<file path="src/shared/cvsm_defs.vh">
// constants for the vertical standby and field-sequence configuration block
`ifndef CVSM_DEFS_VH
`define CVSM_DEFS_VH

// apb address: word index is paddr[13:2]
`define CVSM_ADDR_W 14
`define CVSM_IDX_W 12
`define CVSM_IDX_LSB 2
`define CVSM_IDX_MSB 13

// register indices, byte address is four times the index
`define CVSM_IDX_POL 12'h0F3
`define CVSM_IDX_MODE_ACT_LO 12'h0F4
`define CVSM_IDX_MODE_ACT_HI 12'h0F5
`define CVSM_IDX_FIELD_STAT 12'h0F6
`define CVSM_IDX_MODE_PEND_HI 12'h0F7

// mode register select: index bits 11:10 equal 10
`define CVSM_MODE_SEL_MSB 11
`define CVSM_MODE_SEL_LSB 10
`define CVSM_MODE_SEL_CODE 2'h2
`define CVSM_MODE_ADDR_DATA_W 10
`define CVSM_MODE_LOW_W 28

// toggle position table: 32 words of two 13-bit positions
`define CVSM_TOG_DEPTH 32
`define CVSM_TOG_AW 5
`define CVSM_TOG_POS_W 13
`define CVSM_TOG_WORD_W 26
`define CVSM_TOG_HI_IDX 7'h00

// polarity register layout
`define CVSM_POL_W 22
`define CVSM_POL_VT_LSB 0
`define CVSM_POL_VT_MSB 12
`define CVSM_POL_SG_LSB 13
`define CVSM_POL_SG_MSB 20
`define CVSM_POL_SUB_BIT 21
`define CVSM_POL_RESET 22'h000000

// mode register layout
`define CVSM_MODE_W 38
`define CVSM_MODE_RESET 38'h0000000000
`define CVSM_MODE_CNT_MSB 37
`define CVSM_MODE_CNT_LSB 35
`define CVSM_FIELD_W 5
`define CVSM_FIELD_NUM 7
`define CVSM_CNT_W 3

// channel counts
`define CVSM_VT_NUM 13
`define CVSM_SG_NUM 8

`endif

</file>
<file path="src/hdl/cvsm_toggle_ram.v">
// toggle position storage for the vertical transfer channels
`timescale 1ns/100ps
`include "cvsm_defs.vh"

module cvsm_toggle_ram (
    input wire pclk,
    input wire wr_en,
    input wire [`CVSM_TOG_AW-1:0] wr_addr,
    input wire [`CVSM_TOG_WORD_W-1:0] wr_data,
    input wire [`CVSM_TOG_AW-1:0] rd_addr,
    output wire [`CVSM_TOG_WORD_W-1:0] rd_data
);

    // two packed positions per word; no reset, contents unknown until written
    reg [`CVSM_TOG_WORD_W-1:0] mem [0:`CVSM_TOG_DEPTH-1];

    ////////////////////////////////////////////////////////////////////////////
    // write port, one word per accepted bus write
    always @(posedge pclk) begin
        if (wr_en) begin
            mem[wr_addr] <= wr_data;
        end
    end

    // asynchronous read; the bus slave registers it
    assign rd_data = mem[rd_addr];

endmodule

</file>
<file path="src/hdl/cvsm_top.v">
// apb register bank for vertical standby levels, field-sequence mode and toggle table
//
// Decided for this implementation: the APB slave port.
`timescale 1ns/100ps
`include "cvsm_defs.vh"

module cvsm_top (
    input wire pclk,
    input wire presetn,
    input wire psel,
    input wire penable,
    input wire pwrite,
    input wire [`CVSM_ADDR_W-1:0] paddr,
    input wire [31:0] pwdata,
    output reg [31:0] prdata,
    output reg pready,
    output reg pslverr,
    input wire vertical_sync,
    input wire standby1_in,
    input wire standby2_in,
    input wire output_gate_input,
    input wire [`CVSM_VT_NUM-1:0] vt_pattern_in,
    input wire [`CVSM_SG_NUM-1:0] sg_pattern_in,
    input wire sub_pattern_in,
    output reg [`CVSM_VT_NUM-1:0] vertical_transfer_output,
    output reg [`CVSM_SG_NUM-1:0] sensor_gate_output,
    output reg substrate_clock_output,
    output reg [`CVSM_FIELD_W-1:0] field_select,
    output reg [`CVSM_CNT_W-1:0] field_index
);

    ////////////////////////////////////////////////////////////////////////////
    // declarations
    reg [`CVSM_POL_W-1:0] pol_r; // standby idle polarity register
    reg [`CVSM_MODE_W-1:0] mode_pend_r; // mode as written, waiting for sync
    reg [`CVSM_MODE_W-1:0] mode_act_r; // mode in effect
    reg [2:0] vs_sync_r; // vertical sync synchroniser plus edge stage
    reg [1:0] sb1_sync_r; // standby 1 synchroniser
    reg [1:0] sb2_sync_r; // standby 2 synchroniser
    reg [1:0] og_sync_r; // output gate synchroniser
    reg [`CVSM_CNT_W-1:0] fidx_nxt; // next field index
    reg [31:0] rdata_nxt; // read data for the coming access
    reg rerr_nxt; // unmapped address or read-only write flag
    wire [`CVSM_IDX_W-1:0] idx; // word index of the bus address
    wire mode_hit; // address selects the mode register
    wire tog_hit; // address selects the toggle table
    wire setup_ph; // setup phase of a transfer
    wire wr_acc; // write taking effect this edge
    wire vs_rise; // synchronised vertical sync rising edge
    wire idle_lvl; // outputs forced to polarity levels
    wire [`CVSM_MODE_W-1:0] mode_src; // mode whose fields feed the selection
    wire [`CVSM_TOG_WORD_W-1:0] tog_rd; // toggle table read word
    wire [`CVSM_FIELD_W-1:0] fsel_mux [0:`CVSM_FIELD_NUM-1]; // field selections

    assign idx = paddr[`CVSM_IDX_MSB:`CVSM_IDX_LSB];
    // mode register is any index whose top two bits are 10
    assign mode_hit = (idx[`CVSM_MODE_SEL_MSB:`CVSM_MODE_SEL_LSB] == `CVSM_MODE_SEL_CODE);
    assign tog_hit = (idx[`CVSM_IDX_W-1:`CVSM_TOG_AW] == `CVSM_TOG_HI_IDX);
    assign setup_ph = psel & ~penable;
    // pready is only high in the access cycle, so this fires once per transfer
    assign wr_acc = psel & penable & pready & pwrite & ~pslverr;
    assign vs_rise = vs_sync_r[1] & ~vs_sync_r[2];
    assign idle_lvl = sb1_sync_r[1] | sb2_sync_r[1] | ~og_sync_r[1];
    // at the update edge the selection follows the mode being loaded, never the old one
    assign mode_src = vs_rise ? mode_pend_r : mode_act_r;

    ////////////////////////////////////////////////////////////////////////////
    // field selection slices, field 1 in the lowest five bits
    genvar gi;
    generate
        for (gi = 0; gi < `CVSM_FIELD_NUM; gi = gi + 1) begin : g_fsel
            assign fsel_mux[gi] = mode_src[gi*`CVSM_FIELD_W +: `CVSM_FIELD_W];
        end
    endgenerate

    ////////////////////////////////////////////////////////////////////////////
    // toggle position table
    cvsm_toggle_ram u_tog (
        .pclk(pclk),
        .wr_en(wr_acc & tog_hit),
        .wr_addr(idx[`CVSM_TOG_AW-1:0]),
        .wr_data(pwdata[`CVSM_TOG_WORD_W-1:0]),
        .rd_addr(idx[`CVSM_TOG_AW-1:0]),
        .rd_data(tog_rd)
    );

    ////////////////////////////////////////////////////////////////////////////
    // input synchronisers; the second stage is looked at, plus the third for the sync edge
    always @(posedge pclk or negedge presetn) begin
        if (!presetn) begin
            vs_sync_r <= 3'h0;
            sb1_sync_r <= 2'h0;
            sb2_sync_r <= 2'h0;
            og_sync_r <= 2'h0;
        end else begin
            vs_sync_r <= {vs_sync_r[1:0], vertical_sync};
            sb1_sync_r <= {sb1_sync_r[0], standby1_in};
            sb2_sync_r <= {sb2_sync_r[0], standby2_in};
            og_sync_r <= {og_sync_r[0], output_gate_input};
        end
    end

    ////////////////////////////////////////////////////////////////////////////
    // read data and error decode for the coming access phase
    always @* begin
        rdata_nxt = 32'h00000000;
        rerr_nxt = 1'b0;
        if (mode_hit) begin
            // pending low bits; high bits are readable separately
            rdata_nxt[`CVSM_MODE_LOW_W-1:0] = mode_pend_r[`CVSM_MODE_LOW_W-1:0];
        end else if (tog_hit) begin
            rdata_nxt[`CVSM_TOG_WORD_W-1:0] = tog_rd;
        end else begin
            case (idx)
                `CVSM_IDX_POL: begin
                    rdata_nxt[`CVSM_POL_W-1:0] = pol_r;
                end
                `CVSM_IDX_MODE_ACT_LO: begin
                    rdata_nxt[`CVSM_MODE_LOW_W-1:0] = mode_act_r[`CVSM_MODE_LOW_W-1:0];
                end
                `CVSM_IDX_MODE_ACT_HI: begin
                    rdata_nxt[`CVSM_MODE_ADDR_DATA_W-1:0] = mode_act_r[`CVSM_MODE_W-1:`CVSM_MODE_LOW_W];
                end
                `CVSM_IDX_FIELD_STAT: begin
                    rdata_nxt[`CVSM_FIELD_W-1:0] = field_select;
                    rdata_nxt[`CVSM_FIELD_W+`CVSM_CNT_W-1:`CVSM_FIELD_W] = field_index;
                end
                `CVSM_IDX_MODE_PEND_HI: begin
                    rdata_nxt[`CVSM_MODE_ADDR_DATA_W-1:0] = mode_pend_r[`CVSM_MODE_W-1:`CVSM_MODE_LOW_W];
                end
                default: begin
                    // unmapped address answers with an error
                    rerr_nxt = 1'b1;
                end
            endcase
        end
        // status words are read only
        if (pwrite && (idx == `CVSM_IDX_MODE_ACT_LO || idx == `CVSM_IDX_MODE_ACT_HI ||
            idx == `CVSM_IDX_FIELD_STAT || idx == `CVSM_IDX_MODE_PEND_HI)) begin
            rerr_nxt = 1'b1;
        end
    end

    ////////////////////////////////////////////////////////////////////////////
    // apb answer: ready in the first access cycle, no wait states
    always @(posedge pclk or negedge presetn) begin
        if (!presetn) begin
            pready <= 1'b0;
            pslverr <= 1'b0;
            prdata <= 32'h00000000;
        end else begin
            pready <= setup_ph;
            pslverr <= setup_ph & rerr_nxt;
            if (setup_ph && !pwrite) begin
                prdata <= rdata_nxt;
            end else if (!psel) begin
                prdata <= 32'h00000000;
            end
        end
    end

    ////////////////////////////////////////////////////////////////////////////
    // polarity register write
    always @(posedge pclk or negedge presetn) begin
        if (!presetn) begin
            pol_r <= `CVSM_POL_RESET;
        end else if (wr_acc && !mode_hit && idx == `CVSM_IDX_POL) begin
            pol_r <= pwdata[`CVSM_POL_W-1:0];
        end
    end

    ////////////////////////////////////////////////////////////////////////////
    // mode register: address carries D37:D28, data bus carries D27:D0
    always @(posedge pclk or negedge presetn) begin
        if (!presetn) begin
            mode_pend_r <= `CVSM_MODE_RESET;
        end else if (wr_acc && mode_hit) begin
            mode_pend_r <= {idx[`CVSM_MODE_ADDR_DATA_W-1:0], pwdata[`CVSM_MODE_LOW_W-1:0]};
        end
    end

    // pending mode becomes active only on the vertical sync edge
    always @(posedge pclk or negedge presetn) begin
        if (!presetn) begin
            mode_act_r <= `CVSM_MODE_RESET;
        end else if (vs_rise) begin
            mode_act_r <= mode_pend_r;
        end
    end

    ////////////////////////////////////////////////////////////////////////////
    // field sequencer: steps through the selected fields once per sync
    always @* begin
        fidx_nxt = field_index;
        if (vs_rise) begin
            // count taken from the mode being loaded; zero or one holds field 1
            if (mode_pend_r[`CVSM_MODE_CNT_MSB:`CVSM_MODE_CNT_LSB] <= 3'h1) begin
                fidx_nxt = 3'h0;
            end else if (field_index >= mode_pend_r[`CVSM_MODE_CNT_MSB:`CVSM_MODE_CNT_LSB] - 3'h1) begin
                fidx_nxt = 3'h0;
            end else begin
                fidx_nxt = field_index + 3'h1;
            end
        end
    end

    always @(posedge pclk or negedge presetn) begin
        if (!presetn) begin
            field_index <= 3'h0;
            field_select <= 5'h00;
        end else begin
            field_index <= fidx_nxt;
            // index never exceeds six because the count is at most seven
            field_select <= (fidx_nxt == 3'h7) ? fsel_mux[0] : fsel_mux[fidx_nxt];
        end
    end

    ////////////////////////////////////////////////////////////////////////////
    // output stage: polarity levels while idle, live pattern otherwise
    always @(posedge pclk or negedge presetn) begin
        if (!presetn) begin
            vertical_transfer_output <= 13'h0000;
            sensor_gate_output <= 8'h00;
            substrate_clock_output <= 1'b0;
        end else if (idle_lvl) begin
            vertical_transfer_output <= pol_r[`CVSM_POL_VT_MSB:`CVSM_POL_VT_LSB];
            sensor_gate_output <= pol_r[`CVSM_POL_SG_MSB:`CVSM_POL_SG_LSB];
            substrate_clock_output <= pol_r[`CVSM_POL_SUB_BIT];
        end else begin
            vertical_transfer_output <= vt_pattern_in;
            sensor_gate_output <= sg_pattern_in;
            substrate_clock_output <= sub_pattern_in;
        end
    end

endmodule

</file>
<file path="config.mk">
export PLATFORM = sky130hd
export DESIGN_NAME = cvsm_top
export DESIGN_NICKNAME = d
export VERILOG_FILES = /design/src/hdl/cvsm_toggle_ram.v /design/src/hdl/cvsm_top.v
export VERILOG_INCLUDE_DIRS = /design/src /design/src/shared
export SDC_FILE = /design/constraint.sdc
export NUM_CORES = 1
export LEC_CHECK = 0
export BUFFER_PORTS_ARGS = -buffer_cell sky130_fd_sc_hd__buf_2
export CORE_ASPECT_RATIO = 1.5
export CORE_UTILIZATION = 50
export CTS_CLUSTER_SIZE = 40
export DETAILED_ROUTE_END_ITERATION = 6
export PLACE_DENSITY_LB_ADDON = 0.3
export SYNTH_ARGS = -nofsm -noshare
export SYNTH_HDL_FRONTEND = slang
export SYNTH_SLANG_ARGS = --single-unit
</file>
<file path="constraint.sdc">
create_clock -name pclk -period 4.3 [get_ports pclk]
set_input_delay 0.43 -clock pclk [delete_from_list [all_inputs] [get_ports pclk]]
set_output_delay 0.43 -clock pclk [all_outputs]
set_load 0.02 [all_outputs]
</file>
[Word level (Yosys, flattened, before mapping)]
Memory sizes are Yosys's and may differ from the RTL's.
Index checks and enable logic that the tools add are counted.
Word-level totals
  register bits after elaboration: 171
  bits in writable memories: 832
  bits of input ports: 77
  memories kept: 1
Cells by class
  add/subtract/negate cells: 2
  $lt $le $gt $ge: 3
  equal/unequal tests: 8
  multiplexer cells: 26
  bitwise operators: 15
  reduce and logical (&&, ||, !) cells: 12
Memory list
  u_tog.mem: depth 32, bits a word 26, read ports 1, clocked after memory_dff 0, write ports 1, RTL line cvsm_toggle_ram.v:15  | reg [`CVSM_TOG_WORD_W-1:0] mem [0:`CVSM_TOG_DEPTH-1];
Operator list (count)
  $mux 32: 2
  $eq 12x8->1 const B: 5
  $pmux 8 s5: 1
  $mux 35: 1
  $mux 28: 1
  $mux 26: 1
  $pmux 12 s2: 1
  $bmux 5 s3: 1
  $mux 5: 3
  $mux 13: 1
  $mux 3: 3
  $and 1x1->1: 8
  $mux 8: 1
  $pmux 2 s4: 1
  $logic_not 7->1: 1
  $mux 1: 7
  $mux 6: 1
  $logic_and 1x1->1: 5
  $reduce_or 5->1: 1
  $ge 4x4->1 const B: 1
  $not 1->1: 4
  $not 3->4: 1
  $add 3x1->3 const B: 1
  $eq 3x3->1 const B: 1
  9 further kinds: 13

[Longest topological paths before layout]
Gate-level depths: netlist of the first run.
  depth after elaboration: 10
  gate-level depth with buffers: 12

[By module]
From an unflattened synthesis of the first run, not the netlist that was laid out.
Second synthesis, totals
  cells, all modules: 2531
  area total of the unflattened synthesis: 40266.1 um^2
By module, submodules not included
  cvsm_toggle_ram: times used 1, cells each 1822, area an instance 32441.1 um^2
  cvsm_top: times used 1, cells each 709, area an instance 7825.0 um^2

[Least setup slack after synthesis of the first run]
Ideal clock, no wire load.
  kind: input-to-reg
  from: input port paddr[11]
  to: memory u_tog.mem[7][0] (netlist bit) (enable)
  arrival time: 3.855 ns
  setup slack: 0.003 ns
  stages: 7
  buffers on the path: 2
  path through: or4_4 > buf_6 > or2_2 > buf_2 > nor2_1 > nand3_1 > nor3_1
Between the ends
  longest elaborated chain between the ends: 4
RTL lines
  start: declaration: RTL line cvsm_top.v:13  | input wire [`CVSM_ADDR_W-1:0] paddr,
  $logic_not 7->1 (no source line)
  $and 1x1->1: RTL line cvsm_top.v:80  | .wr_en(wr_acc & tog_hit),
  $mux 1: RTL line cvsm_toggle_ram.v:20  | if (wr_en) begin
  $mux 1 (implied by the code): RTL line cvsm_toggle_ram.v:21  | mem[wr_addr] <= wr_data;
  end: declaration: RTL line cvsm_toggle_ram.v:15
No other way between the ends.

[Worst setup path in the final report of the first run]
  from: register mode_pend_r[35]
  to: register field_select[4]
Between the ends
  longest elaborated chain between the ends: 10
RTL lines
  start: declaration: RTL line cvsm_top.v:35  | reg [`CVSM_MODE_W-1:0] mode_pend_r;
  start signal: assignment: RTL line cvsm_top.v:176  | mode_pend_r <= `CVSM_MODE_RESET;
  start signal: assignment: RTL line cvsm_top.v:178  | mode_pend_r <= {idx[`CVSM_MODE_ADDR_DATA_W-1:0], pwdata[`CVSM_MODE_LOW_W-1:0]};
  $sub 3x1->3: RTL line cvsm_top.v:199  | end else if (field_index >= mode_pend_r[`CVSM_MODE_CNT_MSB:`CVSM_MODE_CNT_LSB] - 3'h1) begin
  $ge 3x3->1: RTL line cvsm_top.v:199
  $mux 3: RTL line cvsm_top.v:199
  $mux 3 *: RTL line cvsm_top.v:197  | if (mode_pend_r[`CVSM_MODE_CNT_MSB:`CVSM_MODE_CNT_LSB] <= 3'h1) begin
  $mux 3 *: RTL line cvsm_top.v:195  | if (vs_rise) begin
  $not 3->4 (implied by the code): RTL line cvsm_top.v:214  | field_select <= (fidx_nxt == 3'h7) ? fsel_mux[0] : fsel_mux[fidx_nxt];
  $bmux 5 s3: RTL line cvsm_top.v:214
  $mux 5 (implied by the code) (2 in a row): RTL line cvsm_top.v:214
  $mux 5 *: RTL line cvsm_top.v:214
  end signal: assignment: RTL line cvsm_top.v:214
  end: declaration: RTL line cvsm_top.v:28  | output reg [`CVSM_FIELD_W-1:0] field_select,
Every way passes the cells marked *; elsewhere a longest branch is shown, timed or not. The select of a mux whose other input is x is not followed.
A chain may end at the register's enable or synchronous reset.

==> impl_metrics.csv, run 1 <==
group,metric,value,unit
run_status,status,"finished clean",
worst_setup_path,critPathArrivalTime,3.97,ns
grt,grt_antenna_before_repair,2,
clock_network,cts.reportedPaths.clkPinSlew,0.07,ns
floorplan,pin_count,141,
route,drc,0,
synth,synth_xor_area_share,0.02192,%
synth,netlist_area,0.03995,mm2
sta,finalSetupTns,0,ns
synth,ys_seq_area_share,72.99,%
route,wire_per_inst,29.99,um
clock_network,clk_latency,0.65,ns
worst_setup_path,slowest_stage,"nor2_1",
worst_setup_path,start_kind,"flop",
sta,relSlewSlack,20.88,%
floorplan,dieArea,0.08107,mm2
worst_setup_path,cp_num_cells,10,
worst_setup_path,crit_family,"compound AO/OA/AOI/OAI gates",
worst_setup_path,cp.required,4.85,ns
clock_network,clockBufferDepth,3,
worst_setup_path,crit_path_start,"mode_pend_r[35]",
pwr,vdd_drop_max,0.2819,mV
worst_setup_path,crit_buf_inv,2,
sta,finalSetupViolCount,0,
route,drt-initial-drc-count,2465,
worst_setup_path,critical_path.max_fanout,5,
worst_setup_path,max_stage_delay,0.74,ns
synth,synthMuxAreaShare,16.81,%
floorplan,core_area,0.07883,mm2
cells_and_area,final_common_cell,"edfxtp_1",
synth,yosys.area_share.simple,4.112,%
worst_setup_path,r2r-end,"field_select[4]",
synth,ys_warn_count,0,
cells_and_area,layout_common_cells,"832 x edfxtp_1, 219 x mux4_2, 172 x nand2_1",
synth,synth-async-reset-ratio,16.72,%
worst_setup_path,regToRegSetupSlack,0.88,ns
sta,maxSlewViolCount,0,
floorplan,die_h,348.2,um
worst_setup_path,crit_end,"field_select[4]",
worst_setup_path,end_kind,"flop",
grt,grt_start_max_net_pins,90,
cells_and_area,fin_nets,2414,
grt,grt_pass1_wl,149.4,mm
synth,synth_edf_count,832,
grt,grt_overflow_total,0,
sta,tightest_slew,1.176,ns
route,wirelength,102.6,mm
worst_setup_path,rr_startpoint,"mode_pend_r[35]",
placed_design,gp_congestion,0.9718,
route,firstDrtPassIters,5,
route,ant_nets,0,
sta,min_period,3.419,ns
job,cap_viol_max_count,0,
clock_network,tritoncts,"done",
worst_setup_path,reg2reg_depth,10,
pwr,power.density,448.3,mW/mm2
sta,fmax,292.5,MHz
clock_network,cts.sinks,999,
synth,synth_top_family_by_area,"multiplexers",
sta,rsz0062_at_grt,"no",
worst_setup_path,critPathKind,"flop to flop",
cells_and_area,fin_util,57.83,%
sta,finalHoldViolCount,0,
cells_and_area,area_growth,14.09,%
worst_hold_path,hp-class,"primary input to flop",
placed_design,place_hpwl,66.26,mm
cells_and_area,drive_gt1_share,30.20,%
clock_network,post_cts_resize_count,0,
clock_network,h-tree-depth,3,
synth,synth_cells,2126,
floorplan,fp.dieW,232.8,um
synth,ys_seq_elements,999,
sta,clock_skew,0.02199,ns
route,via_count,21460,
placed_design,port_buffers,130,
clock_network,cts_made_buffers,86,
grt,grt_pass1_vias,22080,
synth,synth_fa_ha_area_share,0.1879,%
sta,min_period_over_period,79.51,%
synth,synth_cell_types,80,
synth,ys.flop_type,"edfxtp_1",
pwr,p_leak,15.88,nW
worst_setup_path,crit_chain,"inv_1, ha_1, ha_1, o21ai_0, nor2_1, nor2_1, buf_4, o311a_1, a21oi_1, o2bb2ai_1",
floorplan,initial_core_util,50.69,%
route,vias_per_cell,6.271,
clock_network,ctsRootBufferMaster,"clkbuf_16",
synth,synth_compound_area_share,4.015,%
grt,track_usage,25.79,%
floorplan,num_rows,126,
synth,postSynthAreaPerCell,18.79,um2
cell usage after synthesis, types with 5 or more instances:
cell       count  area [um2]
inv_1          6       22.52
buf_6          9       101.4
buf_4         22       165.2
nand3_1       22       110.1
a22o_1         6       52.55
dfrtp_1      167        4179
a31oi_1       11       68.82
o21ai_0       48       240.2
nand2b_1       9       56.30
mux4_2       219        4932
nor2b_1       13       81.33
a22oi_1       10       75.07
nand2_1      172       645.6
buf_2         27       135.1
nor3_1        21       105.1
nor2_1        88       330.3
o221ai_1       9       78.83
or2_2          6       37.54
mux2i_1       67       670.6
nand4_1        5       31.28
o31ai_1       12       90.09
mux2_2        99        1115
a211oi_1      10       75.07
ha_1           6       75.07
edfxtp_1     832       24980
clkbuf_1      51       191.4
o2111ai_1      7       61.31
buf_1         16       60.06
nor4_1         7       43.79
o22ai_1       16       100.1
a221oi_1      16       140.1
or3_1          5       31.28
a21oi_1       31       155.2
layer usage:
metal / global-route usage, % / part of all wire [%] / up-vias / wire length [um]
met5: 0 / 0.013 / - / 13
met2: 44.71 / 52 / 1007 / 53760
met4: 12.83 / 4.9 / 2 / 5049
li1: - / - / 8976 / -
met3: 3.758 / 6.5 / 212 / 6685
met1: 31.42 / 36 / 11260 / 37120
power by group:
group	switching [mW]	total, mW	internal (mW)
logic	0.936	1.50	0.566
clock network	3.44	8.18	4.73
registers	0.145	10.8	10.6
total	4.52	20.4	15.9
state kept, by name, summed over array words and instances, names as in the netlist:
name,count
sensor_gate_output,8
prdata,28
field_select,5
og_sync_r,2
vs_sync_r,3
pol_r,22
vertical_transfer_output,13
u_tog.mem,832
field_index,3
pready,1
substrate_clock_output,1
mode_act_r,38
mode_pend_r,38
pslverr,1
sb1_sync_r,2
sb2_sync_r,2
how the worst min path moves through the flow:
stage / startpoint / endpoint / slack, ns / cells past startpoint
6_report: vt_pattern_in[8] / vertical_transfer_output[8] / 0.03 / 2
5_1_grt: vt_pattern_in[7] / vertical_transfer_output[7] / 0.02 / 2
4_1_cts: vt_pattern_in[8] / vertical_transfer_output[8] / 0.0009 / 2
3_5_place_dp: sb1_sync_r[0] / sb1_sync_r[1] / 0.35 / 0
3_3_place_gp: sb1_sync_r[0] / sb1_sync_r[1] / 0.34 / 0
2_1_floorplan: presetn / field_index[0] / 0.13 / 0
cells by family (layout without fill, tap and decap cells):
group,after synthesis,count (layout)
other,1,5
AO/OA/AOI/OAI,229,229
multiplexers,385,385
AND/OR/NAND/NOR,367,367
XOR/XNOR,1,1
adder cells (fa/ha/maj),6,6
flip-flops,999,999
buffers and inverters,138,406
through the flow:
stage	hold WS (ns)	cells	setup WS [ns]	power [mW]	area (um2)
global route	0.01776	3422	0.8044	20.96	45580
global placement	0.3406	3245	0.6155	12.40	42400
CTS	0.0008781	3421	0.9779	20.50	45580
floorplan	0.1344	2129	0.003120	11.77	39960
detailed placement	0.3462	3245	0.5251	12.42	42400
finish	0.02503	3422	0.8812	20.44	45580
timing repair:
| action | in CTS | in global routing |
|---|---|---|
| endpoints found under the hold margin | 109 | 0 |
| hold buffers | 22 | 0 |
| setup buffers | 0 | 0 |
layout make-up:
class	count	area, um2
fill	5738	33240
inverter	8	30.03
multi-input combinational	992	10320
clock buffer	108	2357
clock inverter	46	603.1
sequential	999	29160
timing repair buffer	244	1826
tap	1024	1281
antenna	1	2.502
No activity file was read; power rests on OpenSTA's default activity.
==> inputs of run 2 (changes only) <==
clock period = 3.5 ns   (was 4.3 ns; I/O delays follow)
==> run 2 against run 1 <==
Against the previous run: sequential share of layout area decreased by 0.95 points; critical path depth increased by 1; clock skew increased by 0.0015 ns; via count increased by 2.5%; total power increased by 22%; critical path type unchanged.
==> impl_metrics.csv, run 2 (synthesis gave the netlist of run 1 again) <==
group,metric,value,unit
pwr,power.density,538.2,mW/mm2
cells_and_area,layout_common_cells,"832 x edfxtp_1, 219 x mux4_2, 172 x nand2_1",
route,wire_per_inst,30.58,um
route,drc,0,
worst_setup_path,cp.required,4.04,ns
grt,grt_overflow_total,0,
floorplan,num_rows,126,
cells_and_area,final_cells,3501,
sta,fmax,324.1,MHz
pwr,power,24.90,mW
floorplan,dieArea,0.08107,mm2
sta,finalSetupTns,0,ns
grt,grt_antenna_before_repair,4,
placed_design,gp_congestion,0.9764,
cells_and_area,area_growth,15.81,%
cells_and_area,regMostFlops,"u_tog.mem",
sta,maxSlewViolCount,0,
clock_network,cts.reportedPaths.clkPinSlew,0.06,ns
run_status,status,"finished clean",
cells_and_area,largest_registers,"u_tog.mem (832), mode_act_r (38), mode_pend_r (38)",
floorplan,core_area,0.07883,mm2
clock_network,h-tree-depth,3,
worst_setup_path,start_kind,"flop",
clock_network,cts_made_buffers,87,
job,cap_viol_max_count,0,
route,m1WireLength,39.91,mm
cells_and_area,fin_nets,2488,
route,wl_met2,55.88,mm
route,firstDrtPassIters,5,
cells_and_area,fillCellCount,5724,
grt,grt_pass1_vias,22830,
floorplan,pin_count,141,
placed_design,place_hpwl,69.34,mm
route,vias_per_cell,6.283,
placed_design,port_buffers,130,
route,via_count,22000,
floorplan,fp.dieW,232.8,um
route,wirelength,107.1,mm
worst_setup_path,critical_path.max_fanout,8,
sta,finalSetupViolCount,0,
grt,track_usage,26.89,%
floorplan,initial_core_util,50.69,%
cells_and_area,drive_gt1_share,31.66,%
worst_setup_path,critPathArrivalTime,3.62,ns
cells_and_area,fin_util,58.70,%
cells_and_area,largest_reg_flops,832,
floorplan,die_h,348.2,um
sta,tightest_slew,1.164,ns
clock_network,tritoncts,"done",
route,ant_nets,0,
route,dr_wl_met3,6.475,mm
sta,finalHoldViolCount,0,
grt,grt_pass1_wl,155.2,mm
clock_network,post_cts_resize_count,0,
sta,clock_skew,0.02349,ns
sta,min_period_over_period,88.15,%
pwr,vdd_drop_max,0.3348,mV
placed_design,dpl.cell_count,3305,
clock_network,cts.sinks,999,
worst_setup_path,critPathKind,"flop to flop",
clock_network,clk_latency,0.66,ns
sta,rsz0062_at_grt,"no",
pwr,p_leak,16.26,nW
worst_setup_path,end_kind,"flop",
worst_hold_path,hp-class,"primary input to flop",
clock_network,ctsRootBufferMaster,"clkbuf_16",
sta,min_period,3.085,ns
route,drt-initial-drc-count,2444,
grt,grt_start_max_net_pins,75,
clock_network,clockBufferDepth,3,
route,top_layer,"met5",
sta,relSlewSlack,22.42,%
cells_and_area,final_common_cell,"edfxtp_1",
run 2: cell types whose count changed in the layout (fill, tap and decap cells not counted), moves of 3 or more:
cell,change
buf_12,+12
buf_4,+48
bufinv_16,-4
clkbuf_1,+5
clkbuf_8,+4
diode_2,+3
dlygate4sd3_1,+13
nor3_2,-6
nor3_4,+6
run 2: stage by stage:
| step | setup WS (ns) | hold slack (ns) | area (um2) |
|---|---|---|---|
| after global placement | 0.4605 | 0.3419 | 43040 |
| after CTS | 0.4341 | 0.004432 | 46260 |
| final | 0.4149 | 0.01753 | 46270 |
| after detailed placement | 0.4432 | 0.3379 | 43040 |
| after floorplan | 0.01672 | 0.05441 | 39990 |
| after global routing | 0.2430 | 0.03512 | 46260 |
run 2: cell type report:
type	instances	area, um2	area share (%)
Antenna cell	4	10.01	0.02163
Clock inverter	42	491.7	1.063
Multi-Input combinational cell	992	10360	22.38
Tap cell	1024	1281	2.769
Sequential cell	999	29160	63.03
Timing Repair Buffer	317	2556	5.525
Clock buffer	115	2381	5.146
Inverter	8	30.03	0.06490
run 2: per-layer routing:
layer | vias to the layer above | track usage, %
met4 | 4 | 12.69
li1 | 9138 | -
met5 | - | 0
met3 | 228 | 3.080
met2 | 1021 | 47.02
met1 | 11610 | 33.28
run 2: repair_timing:
item,4_1_cts,5_1_grt
buffers inserted,0,0
hold buffers,35,0
hold endpoints to repair,94,0
run 2: worst paths after layout:
path / start / end / slack (ns) / cells past startpoint
min in group asynchronous: presetn / mode_pend_r[37] / 0.24 / 2
setup / recovery: mode_pend_r[35] / field_select[0] / 0.41 / 11
hold reg to reg: vs_sync_r[0] / vs_sync_r[1] / 0.35 / 0
max in group asynchronous: presetn / pol_r[6] / 2.35 / 3
hold / removal: psel / prdata[27] / 0.02 / 3
setup reg to reg: mode_pend_r[35] / field_select[0] / 0.41 / 11
run 2: critical path: stages (launching register included):
cell	delay, ns
dfrtp_1	0.42
inv_1	0.10
ha_1	0.22
xnor2_1	0.13
ha_1	0.28
o21ai_0	0.07
nor2_1	0.39
or2_2	0.23
a2bb2oi_2	0.30
inv_1	0.10
or4_1	0.53
a211oi_1	0.22
run 2: where the power goes:
part           internal [mW]  switching (mW)  total (mW)  leakage (nW)
combinational          0.752            1.17        1.92          5.13
clock                   5.54            4.24        9.78          1.40
sequential              13.0           0.165        13.2          9.73
total                   19.3            5.57        24.9          16.3
